**config.mk**
```make
export PLATFORM = sky130hd
export DESIGN_NAME = pcs_link_control_regs
export DESIGN_NICKNAME = d
export VERILOG_FILES = /design/src/pcs_link_pkg.sv /design/src/threshold_counter.sv /design/src/pcs_link_control_regs.sv
export VERILOG_INCLUDE_DIRS = /design/src
export SDC_FILE = /design/constraint.sdc
export NUM_CORES = 1
export LEC_CHECK = 0
export ABC_AREA = 0
export BUFFER_PORTS_ARGS = -buffer_cell sky130_fd_sc_hd__buf_2
export CORE_MARGIN = 2
export CORE_UTILIZATION = 35
export DETAILED_ROUTE_END_ITERATION = 12
export GPL_ROUTABILITY_DRIVEN = 0
export HOLD_SLACK_MARGIN = 0.05
export SKIP_LAST_GASP = 1
export SLEW_MARGIN = 10
export SYNTH_ARGS = -nofsm -noshare
export SYNTH_HDL_FRONTEND = slang
export SYNTH_SLANG_ARGS = --single-unit
```
**constraint.sdc**
```tcl
create_clock -name sys_clk -period 5.2 [get_ports sys_clk]
set_clock_uncertainty 0.1 [all_clocks]
set_input_delay 0.52 -clock sys_clk [delete_from_list [all_inputs] [get_ports sys_clk]]
set_output_delay 0.52 -clock sys_clk [all_outputs]
set_load 0.05 [all_outputs]
```
**src/pcs_link_map.svh**
```systemverilog
// Register indices, field positions, reset values and timing counts of the PCS link control block.
// Assumes a 50 MHz sys_clk; byte address of a register is four times its index.
`ifndef PCS_LINK_MAP_SVH
`define PCS_LINK_MAP_SVH

// ==========================================
// Register indices
`define IDX_LINK_CTRL 14'h0485
`define IDX_ERR_THR 14'h0486
`define IDX_SLEEP_EN 14'h0487
`define IDX_ILV_CFG 14'h0489
`define IDX_SLEEP_TMR 14'h0493
`define IDX_JABBER_TIMEOUT_CONFIG 14'h0496
`define IDX_TM_CFG 14'h0497
`define IDX_IRQ_STAT 14'h04c0
`define IDX_IRQ_MASK 14'h04c1
`define IDX_LINK_STAT 14'h04c2

// ==========================================
// Reset values and writable masks
`define RST_LINK_CTRL 16'h1078
`define RST_ERR_THR 16'h0a05
`define RST_SLEEP_EN 16'h0a00
`define RST_ILV_CFG 16'h0001
`define RST_SLEEP_TMR 16'h0014
`define RST_JABBER_TIMEOUT_CONFIG 16'h044c
`define RST_TM_CFG 16'h01c0
`define WM_LINK_CTRL 16'hf1ff
`define WM_ALL 16'hffff
`define WM_ILV_CFG 16'h0007
`define WM_JABBER_TIMEOUT_CONFIG 16'h07ff
`define WM_TM_CFG 16'h03ff

// ==========================================
// Field positions
`define LC_IPG_DIS_BIT 13
`define LC_LINK_EN_BIT 12
`define LC_IDLE_MSB 8
`define LC_IDLE_LSB 0
`define ET_LOCK_MSB 13
`define ET_LOCK_LSB 9
`define ET_RR_MSB 4
`define ET_RR_LSB 0
`define SE_EN_BIT 0
`define IC_FORCE_BIT 2
`define IC_EN_BIT 1
`define IC_DET_BIT 0
`define JC_TMO_MSB 10
`define JC_TMO_LSB 0
`define TC_SYM_MSB 9
`define TC_SYM_LSB 4

// ==========================================
// Interrupt events
`define IRQ_W 5
`define EV_LINK_UP 0
`define EV_LOCK_LOST 1
`define EV_REMOTE_LOW 2
`define EV_JABBER 3
`define EV_TM_DONE 4

// ==========================================
// Timing
`define CLK_NS 20
`define US_NS 1000
`define JAB_US_CYC (`US_NS / `CLK_NS)
`define TM_SYM_NS 15
`define TM_SYM_CYC ((`TM_SYM_NS + `CLK_NS - 1) / `CLK_NS)

`endif

```
**src/pcs_link_pkg.sv**
```systemverilog
// Types of the PCS link control block: bus carriers, states and the state record.
// Assumes pcs_link_map.svh is on the include path.
`include "pcs_link_map.svh"
package pcs_link_pkg;

	typedef struct packed {
		logic psel;
		logic penable;
		logic pwrite;
		logic [15:0] paddr;
		logic [31:0] pwdata;
	} apb_in_s;

	typedef struct packed {
		logic [31:0] prdata;
		logic pready;
		logic pslverr;
	} apb_out_s;

	typedef struct packed {
		logic valid;
		logic idle;
		logic err;
		logic in_ipg;
	} rx_sym_s;

	typedef enum logic [2:0] {
		LINK_OFF = 3'b001,
		LINK_ACQ = 3'b010,
		LINK_UP = 3'b100
	} link_state_e;

	typedef enum logic [1:0] {
		TM_IDLE = 2'b01,
		TM_RUN = 2'b10
	} tm_state_e;

	typedef struct packed {
		logic [15:0] link_ctrl;
		logic [15:0] err_thr;
		logic [15:0] sleep_en;
		logic [15:0] ilv_cfg;
		logic [15:0] sleep_tmr;
		logic [15:0] jabber_timeout_config;
		logic [15:0] tm_cfg;
		logic [`IRQ_W-1:0] irq_stat;
		logic [`IRQ_W-1:0] irq_mask;
		logic [31:0] prdata;
		logic pready;
		logic pslverr;
		link_state_e link_st;
		logic link_up;
		logic training_en;
		logic remote_ok;
		logic sleep_code_en;
		logic ilv_seen;
		logic tx_ilv;
		logic [5:0] us_div;
		logic [10:0] us_cnt;
		logic jabber;
		tm_state_e tm_st;
		logic [7:0] tm_left;
		logic [1:0] tm_div;
		logic tm_valid;
		logic tm_pos;
		logic irq;
	} pcs_state_s;

endpackage

```
**src/threshold_counter.sv**
```systemverilog
// Saturating symbol counter with a registered threshold hit flag.
// Assumes clr and inc come from logic on the same clock.
`timescale 1ns/1ps
module threshold_counter #(
	parameter int W = 9
) (
	input wire logic sys_clk,
	input wire logic rst_n,
	input wire logic clr,
	input wire logic inc,
	input wire logic [W-1:0] limit,
	output logic hit
);
	logic [W-1:0] count_r;
	logic [W-1:0] count_nxt;
	logic hit_r;
	logic hit_nxt;

	always_comb begin
		count_nxt = count_r;
		if (clr) begin
			count_nxt = '0;
		end else if (inc && count_r != {W{1'b1}}) begin
			count_nxt = count_r + 1'b1;
		end
		hit_nxt = !clr && (count_nxt >= limit);
	end

	always_ff @(posedge sys_clk or negedge rst_n) begin
		if (!rst_n) begin
			count_r <= '0;
			hit_r <= 1'b0;
		end else begin
			count_r <= count_nxt;
			hit_r <= hit_nxt;
		end
	end

	assign hit = hit_r;
endmodule

```
**src/pcs_link_control_regs.sv**
```systemverilog
// PCS link control register bank on APB with the lock, jabber, interleave and test-mode logic it steers.
// Assumes receive symbol flags, tx_active and tm1_start come from logic on sys_clk.
`timescale 1ns/1ps
`include "pcs_link_map.svh"
module pcs_link_control_regs (
	input wire logic sys_clk,
	input wire logic rst_n,
	input wire pcs_link_pkg::apb_in_s apb_in,
	output pcs_link_pkg::apb_out_s apb_out,
	input wire pcs_link_pkg::rx_sym_s rx_sym,
	input wire logic rx_ilv_seen,
	input wire logic tx_active,
	input wire logic tm1_start,
	output logic link_up,
	output logic training_en,
	output logic remote_rx_ok,
	output logic sleep_code_en,
	output logic tx_interleave,
	output logic jabber,
	output logic tm1_valid,
	output logic tm1_positive,
	output logic irq
);
	import pcs_link_pkg::*;

	pcs_state_s s_r;
	pcs_state_s s_nxt;
	logic [`IRQ_W-1:0] ev;
	logic [`IRQ_W-1:0] stat_clr;
	logic [13:0] sel_idx;
	logic setup;
	logic wr;
	logic ipg_dis;
	logic link_on;
	logic chk_err;
	logic idle_clr;
	logic idle_inc;
	logic err_clr;
	logic idle_hit;
	logic err_hit;
	logic rr_hit;

	// ==========================================
	// Symbol counters
	assign ipg_dis = s_r.link_ctrl[`LC_IPG_DIS_BIT];
	assign link_on = s_r.link_ctrl[`LC_LINK_EN_BIT];
	assign chk_err = rx_sym.valid & (rx_sym.err | (rx_sym.in_ipg & ~rx_sym.idle)) & ~(rx_sym.in_ipg & ipg_dis);
	assign idle_clr = (s_r.link_st != LINK_ACQ) | (rx_sym.valid & ~rx_sym.idle);
	assign idle_inc = rx_sym.valid & rx_sym.idle;
	assign err_clr = (s_r.link_st != LINK_UP);

	threshold_counter #(.W(9)) u_idle_cnt (
		.sys_clk(sys_clk),
		.rst_n(rst_n),
		.clr(idle_clr),
		.inc(idle_inc),
		.limit(s_r.link_ctrl[`LC_IDLE_MSB:`LC_IDLE_LSB]),
		.hit(idle_hit)
	);

	threshold_counter #(.W(6)) u_lock_err_cnt (
		.sys_clk(sys_clk),
		.rst_n(rst_n),
		.clr(err_clr),
		.inc(chk_err),
		.limit({s_r.err_thr[`ET_LOCK_MSB:`ET_LOCK_LSB], 1'b0}),
		.hit(err_hit)
	);

	threshold_counter #(.W(5)) u_remote_err_cnt (
		.sys_clk(sys_clk),
		.rst_n(rst_n),
		.clr(err_clr),
		.inc(chk_err),
		.limit(s_r.err_thr[`ET_RR_MSB:`ET_RR_LSB]),
		.hit(rr_hit)
	);

	// ==========================================
	// Next state
	always_comb begin
		s_nxt = s_r;
		ev = '0;
		stat_clr = '0;
		sel_idx = apb_in.paddr[15:2];
		setup = apb_in.psel & ~apb_in.penable;
		wr = apb_in.psel & apb_in.penable & apb_in.pwrite & s_r.pready;

		// Read data captured in setup, zero-wait access
		s_nxt.pready = setup;
		if (setup) begin
			s_nxt.prdata = '0;
			s_nxt.pslverr = 1'b0;
			case (sel_idx)
				`IDX_LINK_CTRL: s_nxt.prdata = {16'h0000, s_r.link_ctrl};
				`IDX_ERR_THR: s_nxt.prdata = {16'h0000, s_r.err_thr};
				`IDX_SLEEP_EN: s_nxt.prdata = {16'h0000, s_r.sleep_en};
				`IDX_ILV_CFG: s_nxt.prdata = {16'h0000, s_r.ilv_cfg};
				`IDX_SLEEP_TMR: s_nxt.prdata = {16'h0000, s_r.sleep_tmr};
				`IDX_JABBER_TIMEOUT_CONFIG: s_nxt.prdata = {16'h0000, s_r.jabber_timeout_config};
				`IDX_TM_CFG: s_nxt.prdata = {16'h0000, s_r.tm_cfg};
				`IDX_IRQ_STAT: s_nxt.prdata = {27'h0000000, s_r.irq_stat};
				`IDX_IRQ_MASK: s_nxt.prdata = {27'h0000000, s_r.irq_mask};
				`IDX_LINK_STAT: s_nxt.prdata = {26'h0000000, s_r.jabber, s_r.tx_ilv, s_r.ilv_seen,
					s_r.remote_ok, s_r.link_up, s_r.training_en};
				default: s_nxt.pslverr = 1'b1;
			endcase
		end

		// Masked writes keep read-only reserved bits at their defaults
		if (wr) begin
			case (sel_idx)
				`IDX_LINK_CTRL: s_nxt.link_ctrl = (s_r.link_ctrl & ~`WM_LINK_CTRL) | (apb_in.pwdata[15:0] & `WM_LINK_CTRL);
				`IDX_ERR_THR: s_nxt.err_thr = apb_in.pwdata[15:0] & `WM_ALL;
				`IDX_SLEEP_EN: s_nxt.sleep_en = apb_in.pwdata[15:0] & `WM_ALL;
				`IDX_ILV_CFG: s_nxt.ilv_cfg = (s_r.ilv_cfg & ~`WM_ILV_CFG) | (apb_in.pwdata[15:0] & `WM_ILV_CFG);
				`IDX_SLEEP_TMR: s_nxt.sleep_tmr = apb_in.pwdata[15:0] & `WM_ALL;
				`IDX_JABBER_TIMEOUT_CONFIG: s_nxt.jabber_timeout_config = (s_r.jabber_timeout_config & ~`WM_JABBER_TIMEOUT_CONFIG) | (apb_in.pwdata[15:0] & `WM_JABBER_TIMEOUT_CONFIG);
				`IDX_TM_CFG: s_nxt.tm_cfg = (s_r.tm_cfg & ~`WM_TM_CFG) | (apb_in.pwdata[15:0] & `WM_TM_CFG);
				`IDX_IRQ_STAT: stat_clr = apb_in.pwdata[`IRQ_W-1:0];
				`IDX_IRQ_MASK: s_nxt.irq_mask = apb_in.pwdata[`IRQ_W-1:0];
				default: stat_clr = '0;
			endcase
		end

		// Link state
		case (s_r.link_st)
			LINK_OFF: begin
				if (link_on) begin
					s_nxt.link_st = LINK_ACQ;
				end
			end
			LINK_ACQ: begin
				if (!link_on) begin
					s_nxt.link_st = LINK_OFF;
				end else if (idle_hit) begin
					s_nxt.link_st = LINK_UP;
					ev[`EV_LINK_UP] = 1'b1;
				end
			end
			LINK_UP: begin
				if (!link_on) begin
					s_nxt.link_st = LINK_OFF;
				end else if (err_hit) begin
					s_nxt.link_st = LINK_ACQ;
					ev[`EV_LOCK_LOST] = 1'b1;
				end
			end
			default: s_nxt.link_st = LINK_OFF;
		endcase
		s_nxt.link_up = (s_nxt.link_st == LINK_UP);
		s_nxt.training_en = link_on;
		if (s_nxt.link_st != LINK_UP) begin
			s_nxt.remote_ok = 1'b0;
		end else if (s_r.link_st != LINK_UP) begin
			s_nxt.remote_ok = 1'b1;
		end else if (rr_hit && s_r.remote_ok) begin
			s_nxt.remote_ok = 1'b0;
			ev[`EV_REMOTE_LOW] = 1'b1;
		end

		s_nxt.sleep_code_en = s_r.sleep_en[`SE_EN_BIT];

		// Interleave selection
		if (!s_r.ilv_cfg[`IC_DET_BIT]) begin
			s_nxt.ilv_seen = 1'b0;
		end else if (rx_ilv_seen) begin
			s_nxt.ilv_seen = 1'b1;
		end
		s_nxt.tx_ilv = s_r.ilv_cfg[`IC_FORCE_BIT]
			| (s_r.ilv_cfg[`IC_EN_BIT] & s_r.ilv_cfg[`IC_DET_BIT] & s_nxt.ilv_seen);

		// Jabber timer in whole microseconds
		if (!tx_active) begin
			s_nxt.us_div = '0;
			s_nxt.us_cnt = '0;
			s_nxt.jabber = 1'b0;
		end else if (!s_r.jabber) begin
			if (s_r.us_cnt == s_r.jabber_timeout_config[`JC_TMO_MSB:`JC_TMO_LSB]) begin
				s_nxt.jabber = 1'b1;
				ev[`EV_JABBER] = 1'b1;
			end else if (s_r.us_div == 6'(`JAB_US_CYC - 1)) begin
				s_nxt.us_div = '0;
				s_nxt.us_cnt = s_r.us_cnt + 11'h001;
			end else begin
				s_nxt.us_div = s_r.us_div + 6'h01;
			end
		end

		// Test mode 1 symbol burst
		case (s_r.tm_st)
			TM_IDLE: begin
				if (tm1_start) begin
					s_nxt.tm_st = TM_RUN;
					s_nxt.tm_left = {1'b0, s_r.tm_cfg[`TC_SYM_MSB:`TC_SYM_LSB], 1'b0} + 8'h02;
					s_nxt.tm_div = '0;
					s_nxt.tm_valid = 1'b1;
					s_nxt.tm_pos = 1'b1;
				end
			end
			TM_RUN: begin
				if (s_r.tm_div == 2'(`TM_SYM_CYC - 1)) begin
					s_nxt.tm_div = '0;
					if (s_r.tm_left == 8'h01) begin
						s_nxt.tm_st = TM_IDLE;
						s_nxt.tm_valid = 1'b0;
						ev[`EV_TM_DONE] = 1'b1;
					end else begin
						s_nxt.tm_left = s_r.tm_left - 8'h01;
						s_nxt.tm_pos = ~s_r.tm_pos;
					end
				end else begin
					s_nxt.tm_div = s_r.tm_div + 2'h1;
				end
			end
			default: s_nxt.tm_st = TM_IDLE;
		endcase

		// Sticky status, set wins over clear
		s_nxt.irq_stat = (s_r.irq_stat & ~stat_clr) | ev;
		s_nxt.irq = |(s_nxt.irq_stat & s_nxt.irq_mask);
	end

	always_ff @(posedge sys_clk or negedge rst_n) begin
		if (!rst_n) begin
			s_r <= '0;
			s_r.link_ctrl <= `RST_LINK_CTRL;
			s_r.err_thr <= `RST_ERR_THR;
			s_r.sleep_en <= `RST_SLEEP_EN;
			s_r.ilv_cfg <= `RST_ILV_CFG;
			s_r.sleep_tmr <= `RST_SLEEP_TMR;
			s_r.jabber_timeout_config <= `RST_JABBER_TIMEOUT_CONFIG;
			s_r.tm_cfg <= `RST_TM_CFG;
			s_r.link_st <= LINK_OFF;
			s_r.tm_st <= TM_IDLE;
		end else begin
			s_r <= s_nxt;
		end
	end

	assign apb_out = '{prdata: s_r.prdata, pready: s_r.pready, pslverr: s_r.pslverr};
	assign link_up = s_r.link_up;
	assign training_en = s_r.training_en;
	assign remote_rx_ok = s_r.remote_ok;
	assign sleep_code_en = s_r.sleep_code_en;
	assign tx_interleave = s_r.tx_ilv;
	assign jabber = s_r.jabber;
	assign tm1_valid = s_r.tm_valid;
	assign tm1_positive = s_r.tm_pos;
	assign irq = s_r.irq;

	// ==========================================
	// Checks
	logic [8:0] tm_seen_r;
	always_ff @(posedge sys_clk or negedge rst_n) begin
		if (!rst_n) begin
			tm_seen_r <= '0;
		end else if (s_r.tm_valid) begin
			tm_seen_r <= tm_seen_r + 9'h001;
		end else begin
			tm_seen_r <= '0;
		end
	end
endmodule

```
Word-level counts from Yosys, hierarchy flattened
Cells that the tools add are included.
{ "totals": {"ff_bits": 221, "input_bits": 60, "output_inout_bits": 43} }
{ "op_classes": {"addsub": 8, "order_cmp": 3, "eq_ne": 32, "muxes": 53, "n_bitwise": 27, "n_reduce_logical": 27} }
{ "ops": {"columns": ["op", "count"], "rows": [
  ["16-bit case mux with 10 select lines", 1],
  ["14-bit by 11-bit equality test with 1-bit output, second input constant", 10],
  ["18-bit 2-to-1 mux", 2],
  ["5-bit 2-to-1 mux", 6],
  ["12-bit case mux with 2 select lines", 1],
  ["1-bit 2-to-1 mux", 23],
  ["6-bit 2-to-1 mux", 3],
  ["9-bit 2-to-1 mux", 2],
  ["2-bit AND reduction", 9],
  ["17-bit 2-to-1 mux", 1],
  ["12-bit by 16-bit bitwise OR with 16-bit output", 1],
  ["16-bit by 10-bit bitwise OR with 16-bit output", 1],
  ["16-bit by 11-bit bitwise OR with 16-bit output", 1],
  ["16-bit by 3-bit bitwise OR with 16-bit output", 1],
  ["3-bit 2-to-1 mux", 5],
  ["14-bit 2-to-1 mux", 1],
  ["6-bit by 1-bit adder with 6-bit output, second input constant", 2],
  ["1-bit AND", 12],
  ["2-bit inequality test, second input constant", 6],
  ["11-bit by 1-bit adder with 11-bit output, second input constant", 1],
  ["11-bit equality test", 1],
  ["11-bit 2-to-1 mux", 1],
  ["5-bit AND", 2],
  ["10-bit 2-to-1 mux", 1],
  ["38 further kinds", 56]
]} }

Depth between registers and ports, before layout
Gate-level depths: netlist (run 1).
{ "depth": {"ltp_word": 10, "mapped_depth": 15, "ltp_nobuf": 15} }

Modules after synthesis
From an unflattened synthesis (run 1), not the netlist that was laid out.
{ "hier_totals": {"hier_cells": 862, "area_unflattened_um2": 9482.8} }
{ "by_module_without_submodules": {"columns": ["module", "instances", "cells_per_inst", "area_each_um2", "seq_area_each_um2"], "rows": [
  ["pcs_link_control_regs", 1, 695, 7881.3, 3907.5],
  ["threshold_counter (u_idle_cnt)", 1, 73, 705.7, 250.2],
  ["threshold_counter (u_lock_err_cnt)", 1, 52, 478.0, 175.2],
  ["threshold_counter (u_remote_err_cnt)", 1, 42, 417.9, 150.1]
]} }

Worst setup path before layout (run 1)
No wires, ideal clock.
{ "synth_timing": {"path_type": "reg-to-reg", "startpoint": "register u_idle_cnt.count_r[0]", "endpoint": "register u_idle_cnt.hit_r, in the netlist u_idle_cnt.hit", "t_arrival_ns": 2.757, "t_required_ns": 4.974, "setup_slack_ns": 2.217, "stages_incl_launch_ff": 15, "n_path_buf": 0, "period_less_slack_ns": 2.983, "cell_sequence": "dfrtp_1 > ha_1 > nand3_1 > nor2_1 > ha_1 > nor2_1 > nand4_1 > or3_1 > a21oi_1 > ha_1 > a211oi_1 > nor2_1 > nor2_1 > o31a_1 > o21ai_0"} }
{ "synth_between": {"elab_chain_len": 6, "elab_cells_between_ends": 7, "cone_classes": "add/sub: 1; order compare: 1; eq/ne: 1; mux: 2; reduce/logical: 2"} }
{ "synth_rtl": {"columns": ["item", "line_no", "text"], "rows": [
  ["start, declared", "threshold_counter.sv:14", "logic [W-1:0] count_r;"],
  ["start signal, assigned", "threshold_counter.sv:34", "count_r <= count_nxt;"],
  ["branches (longest 2 deep; another with 9-bit by 1-bit adder with 9-bit output)", null, null],
  ["9-bit 2-to-1 mux *", "threshold_counter.sv:23", "end else if (inc && count_r != {W{1'b1}}) begin"],
  ["9-bit 2-to-1 mux *", "threshold_counter.sv:21", "if (clr) begin"],
  ["via u_idle_cnt.count_nxt[5]", "threshold_counter.sv:15", "logic [W-1:0] count_nxt;"],
  ["9-bit >= comparator *", "threshold_counter.sv:26", "hit_nxt = !clr && (count_nxt >= limit);"],
  ["1-bit logical AND *", "threshold_counter.sv:26", null],
  ["via u_idle_cnt.hit_nxt", "threshold_counter.sv:17", "logic hit_nxt;"],
  ["end signal, assigned", "threshold_counter.sv:35", "hit_r <= hit_nxt;"],
  ["end, declared", "threshold_counter.sv:16", "logic hit_r;"]
]} }
Mark *: on every way through the listed nets, which the timed path passes.
A chain may end at the register's enable or synchronous reset.

Worst setup path in the final report (run 1)
Same ends and word-level chain as after synthesis.

==> reports/metrics.csv, run 1 <==
stage,metric,value,unit
floorplan,die_w,168,um
route,wl_per_cell,18.6,um
logic_synthesis,yosys-top-cells-count,"dfrtp_1 (155), mux2_2 (73), nand2_1 (67)",
route,wl,23.5,mm
setup_path,cp-end-kind,flop,
sta,setup_tns,0,ns
logic_synthesis,yosysWarningCount,0,
logic_synthesis,ys_seq_elements,178,
setup_path,cp_top_family,simple AND/OR/NAND/NOR gates,
logic_synthesis,synth-edff-count,0,
floorplan,dieArea,0.0282,mm2
global_routing,antenna_found_initial,3,
setup_path,critical_path.max_fanout,6,
floorplan,die_h,168,um
route,avgViaCountPerCell,5.33,
logic_synthesis,synth.area.top_cells,"dfrtp_1 (41%), mux2_2 (8.7%), dfstp_2 (6.4%), ha_1 (4.3%), o21ai_0 (3.0%)",
route,drtIter0Drc,577,
clock_tree,clock_latency,0.44,ns
clock_tree,cts_hold_buffers,0,
logic_synthesis,synth_top_family_by_area,simple AND/OR/NAND/NOR gates,
cells_and_area,area.growth.synth_to_final,11.4,%
clock_tree,cts_resized,0,
logic_synthesis,yosys-mux-area-fraction,0.121,
setup_path,crit_type,reg2reg,
logic_synthesis,synth_seq_area_share,0.477,
clock_tree,clock_tree.root_cell,clkbuf_16,
sta,setup_slack,1.81,ns
clock_tree,cts_sinks,178,
cells_and_area,seqCellArea,0.00448,mm2
logic_synthesis,syn_area,0.00940,mm2
global_routing,grt_pass1_wl,37.4,mm
cells_and_area,diodes,0,
setup_path,cp_common_cell,nor2_1,
setup_path,cp_cell_sequence,ha_1 > nand3_1 > nor2_1 > ha_1 > nor2_1 > nand4_1 > or3_1 > a21oi_1 > ha_1 > a211oi_1 > nor2_1 > nor2_1 > o31a_1 > o21ai_0,
global_routing,grt_max_degree,103,
logic_synthesis,synth-simple-area-share,0.143,
setup_path,critPathArrivalTime,3.60,ns
cells_and_area,fin_nets,1011,
clock_tree,cts_buffers,17,
floorplan,boundaryPins,103,
clock_tree,cts_buffer_depth,2,
setup_path,worstPathRequired,5.41,ns
logic_synthesis,syn_inst,878,
sta,worst_pin_slew,1.17,ns
global_routing,grt_usage,0.172,
route,first_pass_iters,5,
clock_tree,path_clk_slew,0.07,ns
sta,relSlewSlack,0.220,
setup_path,rrSetupSlack,1.81,ns
logic_synthesis,synth.avg_cell_area,10.7,um2
clock_tree,htreeDepth,4,
status,outcome,"finished, final reports clean",
cells_and_area,drive_above_1_share,0.237,
sta,fin_crit,3.39,ns
sta,period_share,0.652,
floorplan,start_util,0.359,
placed_design,dp_slack,1.80,ns
sta,slew_viol_final,0,
placed_design,dp_hpwl,16.8,mm
global_routing,overflow,0,
route,drc,0,
floorplan,rows,59,
placed_design,dp_cells,1235,
clock_tree,cts_setup_buffers,0,
setup_path,r2r_end,u_idle_cnt.hit$_DFF_PN0_,
logic_synthesis,synth_top_area_share,0.413,
cells_and_area,nFillCells,2546,
logic_synthesis,synthAdderAreaFrac,0.0426,
route,ant_nets,0,
setup_path,r2r-start,u_idle_cnt.count_r[0]$_DFF_PN0_,
logic_synthesis,synthXorXnorAreaFrac,0.0317,
setup_path,cp-start-kind,flop,
setup_path,slowest_delay,0.40,ns
global_routing,grt_pass1_vias,6660,
cells_and_area,fin_cells,1266,
route,vias,6745,
pwr,ir_drop,0.232,mV
logic_synthesis,synth-async-reset-ratio,1.00,
clock_tree,cts_tree,done,
hold_path,worst_hold_path_type,in2async,
logic_synthesis,synth_cell_types,67,
logic_synthesis,yosysMostFrequentCell,dfrtp_1,
run,drv_cap,0,
placed_design,io_buffers,68,
sta,rsz0062_at_grt,false,
logic_synthesis,synth_compound_area_frac,0.124,
sta,setup_violations,0,
sta,finalHoldViolCount,0,
floorplan,core,0.0262,mm2
cells_and_area,multi_input_area,0.00443,mm2
setup_path,reg2reg_depth,14,
logic_synthesis,synth_top_flop_cell,dfrtp_1,
logic_synthesis,yosys.area.top_type,dfrtp_1,
setup_path,critPathBufInv,0,
setup_path,worst_path_max_delay_cell,dfrtp_1,
pwr,powerDensity,303,mW/mm2
pwr,p_leak,0.00482,uW
sta,fmax,295,MHz
-- how the worst max path moves through the flow --
stage,startpoint,slack [ns],to,cells after the start
3_5_place_dp,u_idle_cnt.count_r[0]$_DFF_PN0_,1.80,u_idle_cnt.hit$_DFF_PN0_,14
2_1_floorplan,u_idle_cnt.count_r[0]$_DFF_PN0_,2.22,u_idle_cnt.hit$_DFF_PN0_,14
4_1_cts,u_idle_cnt.count_r[0]$_DFF_PN0_,1.80,u_idle_cnt.hit$_DFF_PN0_,14
3_3_place_gp,u_idle_cnt.count_r[0]$_DFF_PN0_,1.87,u_idle_cnt.hit$_DFF_PN0_,14
6_report,u_idle_cnt.count_r[0]$_DFF_PN0_,1.81,u_idle_cnt.hit$_DFF_PN0_,14
5_1_grt,u_idle_cnt.count_r[0]$_DFF_PN0_,1.57,u_idle_cnt.hit$_DFF_PN0_,14
-- routing by layer --
layer  global-route usage  share of wire  vias up  wire length [um]
met5                    0         0.0017        -                41
met4               0.0696          0.031        6               726
met3               0.0390          0.045       50              1060
met2                0.277           0.48      164             11200
met1                0.224           0.45     3354             10500
li1                     -              -     3171                 -
-- flip-flops by register name, indices dropped and copies added (netlist names) --
| signal | flops |
|---|---|
| tm1_valid | 1 |
| tm1_positive | 1 |
| u_lock_err_cnt.hit | 1 |
| ipg_dis | 1 |
| u_idle_cnt.count_r | 9 |
| s_nxt | 1 |
| apb_out | 18 |
| sleep_code_en | 1 |
| training_en | 1 |
| s_r | 125 |
| u_idle_cnt.hit | 1 |
| u_lock_err_cnt.count_r | 6 |
| remote_rx_ok | 1 |
| u_remote_err_cnt.hit | 1 |
| u_remote_err_cnt.count_r | 5 |
| link_on | 1 |
| link_up | 1 |
| jabber | 1 |
| tx_interleave | 1 |
| irq | 1 |
-- worst reg2reg max path, cell delays in order, from the launching register on --
cell      delay (ns)
dfrtp_1         0.40
ha_1            0.23
nand3_1         0.08
nor2_1          0.04
ha_1            0.17
nor2_1          0.38
nand4_1         0.27
or3_1           0.40
a21oi_1         0.24
ha_1            0.30
a211oi_1        0.26
nor2_1          0.06
nor2_1          0.10
o31a_1          0.13
o21ai_0         0.10
-- power breakdown --
part | switching [uW] | internal (uW) | total (uW)
combinational | 264 | 116 | 380
sequential | 45.6 | 1430 | 1480
clock | 548 | 765 | 1310
total | 858 | 2320 | 3170
-- cell families after synthesis --
| group | after synthesis |
|---|---|
| simple gates | 252 |
| flops | 178 |
| compound gates | 175 |
| buf+inv | 106 |
| mux | 100 |
| xor+xnor | 34 |
| fa+ha+maj | 32 |
| other cells | 1 |
-- layout make-up --
type	instances	area share
flip-flops and latches	178	0.428
multi-input cells	609	0.423
clock buffers	21	0.0430
well taps	335	0.0400
repair buffers	77	0.0396
clock inverters	10	0.0130
inverters	36	0.0129
-- stage by stage --
stage / cell area (um2) / hold WS [ns] / power (uW) / util
2_1_floorplan: 9450 / 0.124 / 1770 / -
3_3_place_gp: 9880 / 0.329 / 1880 / 0.377
3_5_place_dp: 9880 / 0.349 / 1890 / 0.377
4_1_cts: 10500 / 0.151 / 3200 / 0.399
5_1_grt: 10500 / 0.154 / 3320 / 0.399
6_report: 10500 / 0.0722 / 3170 / 0.399
-- layout by cell type, fill, tap and decap left out, drive strengths merged, types with 4 or more instances in the layout --
cell	synthesis	routed
dfrtp	155	155
mux2	81	81
buf	53	77
nand2	67	67
o21ai	60	60
nor2	45	45
inv	36	37
ha	32	32
a21oi	26	26
dfstp	23	23
xnor2	21	21
clkbuf	17	21
mux2i	19	19
nand4	18	18
nor3	17	17
conb	1	16
nand2b	15	15
nand3	15	15
and3	14	14
nor2b	13	13
xor2	13	13
a21boi	12	12
a222oi	11	11
a22oi	10	10
and2	9	9
a22o	9	9
nor3b	9	9
or3	8	8
a21o	7	7
o22ai	6	6
a211oi	6	6
o21a	5	5
o31ai	5	5
or4	4	4
nor4	4	4
Power figures use the tool's default switching activity.
==> run 2, diff against run 1 <==
==> constraint.sdc (replaced) <==
create_clock -name sys_clk -period 3 [get_ports sys_clk]
set_clock_uncertainty 0.1 [all_clocks]
set_input_delay 0.3 -clock sys_clk [delete_from_list [all_inputs] [get_ports sys_clk]]
set_output_delay 0.3 -clock sys_clk [all_outputs]
set_load 0.05 [all_outputs]
==> reports/metrics.csv, run 2 (same netlist as run 1, synthesis figures left out) <==
stage,metric,value,unit,change
pwr,p_leak,0.00500,uW,+3.8%
sta,setup_violations,0,,unchanged
sta,period_share,0.939,,+0.287
sta,finalHoldViolCount,0,,unchanged
route,vias,6853,,+1.6%
floorplan,rows,59,,unchanged
cells_and_area,area.growth.synth_to_final,15.2,%,
route,wl,23.6,mm,+0.26%
pwr,ir_drop,0.387,mV,+67%
run,drv_cap,0,,unchanged
clock_tree,cts_buffer_depth,2,,unchanged
sta,worst_pin_slew,0.834,ns,-0.336 ns
floorplan,die_w,168,um,unchanged
global_routing,grt_max_degree,75,,-27%
global_routing,antenna_found_initial,2,,-1
global_routing,grt_pass1_wl,37.7,mm,+0.72%
setup_path,critPathArrivalTime,3.04,ns,-0.56 ns
pwr,pwr-share-clk,0.409,,-0.005
placed_design,dp_hpwl,17.2,mm,+2.0%
route,drc,0,,unchanged
clock_tree,cts_tree,done,,
hold_path,worst_hold_path_type,in2reg,,
cells_and_area,fin_nets,1046,,+3.5%
pwr,switching_share,0.272,,+0.00175
setup_path,cp-start-kind,flop,,
route,ant_nets,0,,unchanged
clock_tree,clock_tree.root_cell,clkbuf_16,,
cells_and_area,nFillCells,2504,,-1.6%
cells_and_area,diodes,0,,unchanged
setup_path,critical_path.max_fanout,3,,-3
status,outcome,"finished, final reports clean",,
pwr,finalPower,5520,uW,+74%
sta,setup_slack,0.182,ns,-1.63 ns
clock_tree,htreeDepth,4,,unchanged
setup_path,worstPathRequired,3.22,ns,-2.19 ns
route,drtIter0Drc,481,,-17%
cells_and_area,drive_above_1_share,0.268,,+0.0305
clock_tree,cts_sinks,178,,unchanged
cells_and_area,utilization,0.413,,+0.0138
floorplan,dieArea,0.0282,mm2,unchanged
pwr,p_int,4020,uW,+74%
setup_path,cp-end-kind,flop,,
floorplan,start_util,0.359,,unchanged
cells_and_area,largest-register,s_r,,
pwr,powerDensity,510,mW/mm2,+68%
floorplan,core,0.0262,mm2,unchanged
placed_design,dp_slack,0.0561,ns,-1.74 ns
pwr,seqPwrFrac,0.464,,-0.002
global_routing,grt_pass1_vias,6710,,+0.75%
route,wl_per_cell,18.1,um,-2.5%
setup_path,crit_type,reg2reg,,
global_routing,overflow,0,,unchanged
sta,fmax,355,MHz,+20%
clock_tree,path_clk_slew,0.07,ns,about the same
cells_and_area,largest_reg_flops,125,,unchanged
cells_and_area,fin_area,0.0108,mm2,+3.4%
clock_tree,cts_buffers,17,,unchanged
global_routing,grt_usage,0.171,,-0.000504
placed_design,postPlaceCellArea,0.0101,mm2,+2.3%
route,first_pass_iters,5,,unchanged
clock_tree,clock_latency,0.43,ns,about the same
pwr,p_sw,1500,uW,+75%
placed_design,io_buffers,68,,unchanged
floorplan,die_h,168,um,unchanged
cells_and_area,mostFrequentLayoutCells,"dfrtp_1 (155), mux2_2 (73), nand2_1 (67), buf_2 (67), o21ai_0 (55)",,
cells_and_area,layout_commonest_cell,dfrtp_1,,
sta,setup_tns,0,ns,unchanged
floorplan,boundaryPins,103,,unchanged
sta,fin_crit,2.82,ns,-0.572 ns
pwr,combinationalPowerShare,0.127,,+0.007
sta,relSlewSlack,0.443,,+0.222
route,avgViaCountPerCell,5.26,,-1.2%
sta,slew_viol_final,0,,unchanged
-- run 2: cell types whose count changed in the layout (fill, tap and decap cells not counted), moves of 2 or more --
cell,previous run,this run
buf_12,0,3
buf_4,9,33
clkbuf_1,3,1
clkbuf_8,1,3
clkinv_4,0,4
clkinvlp_4,3,1
dlygate4sd3_1,0,7
ha_1,32,30
-- run 2: final cells by class --
class                      instances  area [um2]  share of cell area
timing repair buffer             112         736              0.0680
inverter                          36         135              0.0125
sequential                       178        4480               0.414
clock buffer                      21         470              0.0435
multi-input combinational        609        4450               0.411
tap                              335         419              0.0387
clock inverter                    11         129              0.0119
-- run 2: metal layers --
layer  vias up  GRT usage  part of all wire
li1       3250          -                 -
met1      3394      0.225              0.45
met2       162      0.282              0.48
met3        43     0.0320             0.040
met4         4     0.0643             0.026
met5         -          0            0.0011
-- run 2: path summary, 6_finish.rpt --
check | from | slack, ns | to | cells after the start
worst max-delay path | u_idle_cnt.count_r[0]$_DFF_PN0_ | 0.18 | u_idle_cnt.hit$_DFF_PN0_ | 14
worst min-delay path | apb_in[9] | 0.07 | s_r[95]$_DFFE_PN0P_ | 2
worst max register to register | u_idle_cnt.count_r[0]$_DFF_PN0_ | 0.18 | u_idle_cnt.hit$_DFF_PN0_ | 14
max in group asynchronous | rst_n | 1.60 | s_r[112]$_DFFE_PN1P_ | 3
worst min register to register | s_nxt[35]$_DFFE_PN0P_ | 0.36 | sleep_code_en$_DFF_PN0_ | 0
min in group asynchronous | rst_n | 0.36 | s_r[5]$_DFFE_PN0P_ | 2
-- run 2: per-stage QoR --
stage	hold WS, ns	cells
CTS	0.0534	1301
global placement	0.273	1262
detailed placement	0.270	1262
floorplan	-0.0956	893
finish	0.0656	1302
global route	0.0688	1302
-- run 2: power by group through the flow --
stage,clock network (uW),registers (uW),logic [uW]
final,2260,2560,699
after global routing,2410,2580,789
after CTS,2310,2560,706
after detailed placement,0,2610,696
after global placement,0,2610,688
after floorplan,0,2630,432
-- run 2: critical path: stages (launching register included) --
cell	delay, ns
dfrtp_1	0.41
ha_2	0.21
nand3_1	0.08
nor2_1	0.04
ha_1	0.19
nor2_2	0.13
nand4_1	0.14
or3_1	0.38
a21oi_2	0.22
ha_4	0.24
a211oi_2	0.22
nor2_1	0.06
nor2_1	0.08
o31a_1	0.13
o21ai_0	0.07
-- run 2: timing repair --
item | in CTS | in global routing
buffers inserted | 0 | 1
hold endpoints to repair | 70 | 0
hold buffers | 7 | 0
resized for setup | 0 | 9
setup endpoints to repair | 0 | 1
==> run 3, diff against run 2 <==
--- a/config.mk
+++ b/config.mk
@@ -10,6 +10,7 @@
 export BUFFER_PORTS_ARGS = -buffer_cell sky130_fd_sc_hd__buf_2
 export CORE_MARGIN = 2
 export CORE_UTILIZATION = 35
+export CTS_BUF_LIST = sky130_fd_sc_hd__clkbuf_16
 export DETAILED_ROUTE_END_ITERATION = 12
 export GPL_ROUTABILITY_DRIVEN = 0
 export HOLD_SLACK_MARGIN = 0.05
==> constraint.sdc (replaced) <==
create_clock -name sys_clk -period 2.85 [get_ports sys_clk]
set_clock_uncertainty 0.1 [all_clocks]
set_input_delay 0.285 -clock sys_clk [delete_from_list [all_inputs] [get_ports sys_clk]]
set_output_delay 0.285 -clock sys_clk [all_outputs]
set_load 0.05 [all_outputs]
==> reports/metrics.csv, run 3 (same netlist as run 1, synthesis figures left out) <==
stage,metric,value,unit,change
cells_and_area,utilization,0.417,,+0.00353
cells_and_area,nFillCells,2476,,-1.1%
status,outcome,"finished, final reports clean",,
global_routing,overflow,0,,unchanged
cells_and_area,fin_cells,1319,,+1.3%
setup_path,r2r-start,u_idle_cnt.count_r[0]$_DFF_PN0_,,
global_routing,grt_max_degree,61,,-19%
pwr,powerDensity,523,mW/mm2,+2.5%
floorplan,rows,59,,unchanged
global_routing,grt_usage,0.174,,+0.00297
route,drtIter0Drc,398,,-17%
placed_design,dp_hpwl,17.6,mm,+2.7%
global_routing,grt_pass1_vias,6886,,+2.6%
sta,fin_crit,2.73,ns,-0.0835 ns
cells_and_area,fin_nets,1064,,+1.7%
setup_path,worst_path_max_delay_cell,dfrtp_1,,
setup_path,rrSetupSlack,0.12,ns,-0.07 ns
cells_and_area,layout_commonest_cell,dfrtp_1,,
cells_and_area,drive_above_1_share,0.276,,+0.00858
clock_tree,cts_buffers,17,,unchanged
pwr,p_leak,0.00506,uW,+1.3%
setup_path,cp-start-kind,flop,,
global_routing,antenna_found_initial,1,,-1
cells_and_area,largest-register,s_r,,
setup_path,slowest_delay,0.38,ns,-0.03 ns
sta,period_share,0.959,,+0.0201
hold_path,min-delay-start,apb_in[10],,
route,wl_per_cell,18.4,um,+1.6%
sta,slew_viol_final,0,,unchanged
global_routing,grt_pass1_wl,38.2,mm,+1.3%
route,drc,0,,unchanged
clock_tree,path_clk_slew,0.07,ns,about the same
placed_design,dp_cells,1272,,+0.79%
floorplan,dieArea,0.0282,mm2,unchanged
clock_tree,cts_buffer_depth,2,,unchanged
sta,setup_violations,0,,unchanged
floorplan,boundaryPins,103,,unchanged
cells_and_area,multi_input_area,0.00447,mm2,+0.39%
cells_and_area,seqCellArea,0.00448,mm2,unchanged
placed_design,io_buffers,68,,unchanged
setup_path,cp_cell_sequence,ha_2 > nand3_1 > nor2_1 > ha_2 > nor2_4 > buf_6 > and3_4 > nand4_1 > xor2_1 > nor2_2 > ha_1 > o21ai_2 > nor2_1 > nor2_1 > o31a_1 > o21ai_0,,
cells_and_area,largest_reg_flops,125,,unchanged
setup_path,critPathArrivalTime,2.95,ns,-0.09 ns
pwr,ir_drop,0.428,mV,+11%
sta,finalHoldViolCount,0,,unchanged
setup_path,critPathBufInv,1,,+1
floorplan,die_w,168,um,unchanged
hold_path,worst_hold_path_type,in2reg,,
route,wl,24.2,mm,+2.9%
setup_path,critical_path.max_fanout,5,,+2
cells_and_area,diodes,0,,unchanged
clock_tree,clock_latency,0.43,ns,about the same
cells_and_area,area.growth.synth_to_final,16.2,%,
setup_path,cp-end-kind,flop,,
setup_path,cp_top_family,simple AND/OR/NAND/NOR gates,,
route,first_pass_iters,8,,+3
clock_tree,clock_tree.root_cell,clkbuf_16,,
setup_path,r2r_end,u_idle_cnt.hit$_DFF_PN0_,,
hold_path,whs_path_depth,2,,unchanged
setup_path,cp_common_cell,nor2_1,,
sta,worst_pin_slew,0.853,ns,+0.0189 ns
sta,setup_tns,0,ns,unchanged
floorplan,start_util,0.359,,unchanged
route,avgViaCountPerCell,5.29,,+0.53%
clock_tree,cts_sinks,178,,unchanged
route,vias,6979,,+1.8%
setup_path,worstPathRequired,3.06,ns,-0.16 ns
setup_path,crit_type,reg2reg,,
sta,relSlewSlack,0.430,,-0.0126
setup_path,reg2reg_depth,16,,+2
sta,fmax,366,MHz,+3.1%
hold_path,hold_path_end,s_r[176]$_DFFE_PN0P_,,
clock_tree,cts_tree,done,,
floorplan,core,0.0262,mm2,unchanged
setup_path,worst-path-stages,16,,+2
floorplan,die_h,168,um,unchanged
route,ant_nets,0,,unchanged
run,drv_cap,0,,unchanged
clock_tree,htreeDepth,4,,unchanged
cells_and_area,mostFrequentLayoutCells,"dfrtp_1 (155), mux2_2 (73), nand2_1 (67), buf_2 (67), o21ai_0 (54)",,
sta,rsz0062_at_grt,true,,
run 3: cell types whose count changed in the layout (fill, tap and decap cells not counted), sizes merged:
cell         previous run  this run
buf                   105       117
clkbuf                 21        17
clkinvlp                1         2
dlygate4sd3             7        13
inv                    37        39
run 3: cell type report:
| type | count | area share |
|---|---|---|
| multi-input combinational | 609 | 0.410 |
| sequential | 178 | 0.411 |
| timing repair buffer | 130 | 0.0788 |
| clock inverter | 14 | 0.0113 |
| tap | 335 | 0.0384 |
| inverter | 36 | 0.0124 |
| clock buffer | 17 | 0.0390 |
run 3: stage by stage:
step	hold WS, ns	power [uW]	setup slack, ns	instance area [um2]
floorplan	-0.111	3220	0.0185	9460
global placement	0.210	3470	0.0112	10200
detailed placement	0.206	3490	-0.0469	10200
CTS	0.0652	5770	0.00792	10900
global route	0.0681	5970	-0.0555	10900
finish	0.0734	5710	0.116	10900
run 3: layer usage:
layer / GRT usage / vias up / share of wire
met5: 0 / - / 0.00050
met4: 0.0639 / 2 / 0.024
met3: 0.0275 / 35 / 0.037
met2: 0.294 / 144 / 0.49
met1: 0.227 / 3510 / 0.45
li1: - / 3288 / -
run 3: how the worst max path moves through the flow:
| stage | to | start |
|---|---|---|
| finish | u_idle_cnt.hit$_DFF_PN0_ | u_idle_cnt.count_r[0]$_DFF_PN0_ |
| global placement | u_idle_cnt.hit$_DFF_PN0_ | u_idle_cnt.count_r[0]$_DFF_PN0_ |
| floorplan | u_idle_cnt.hit$_DFF_PN0_ | u_idle_cnt.count_r[0]$_DFF_PN0_ |
| CTS | u_idle_cnt.hit$_DFF_PN0_ | u_idle_cnt.count_r[0]$_DFF_PN0_ |
| global route | u_idle_cnt.hit$_DFF_PN0_ | u_idle_cnt.count_r[0]$_DFF_PN0_ |
| detailed placement | u_idle_cnt.hit$_DFF_PN0_ | u_idle_cnt.count_r[0]$_DFF_PN0_ |
run 3: power breakdown:
group          leakage, uW  total (uW)  internal, uW  switching (uW)
Clock             0.000276        2250          1270             980
Combinational      0.00244         759           263             496
Sequential         0.00234        2700          2620            83.5
Total              0.00506        5710          4150            1560
run 3: repair_timing:
item                                    CTS  global route
hold endpoints to repair                 75             0
hold buffers                             13             0
resized for setup                         3            11
pin swaps                                 0             8
buffers inserted                          0             3
endpoints found under the setup margin    1             3
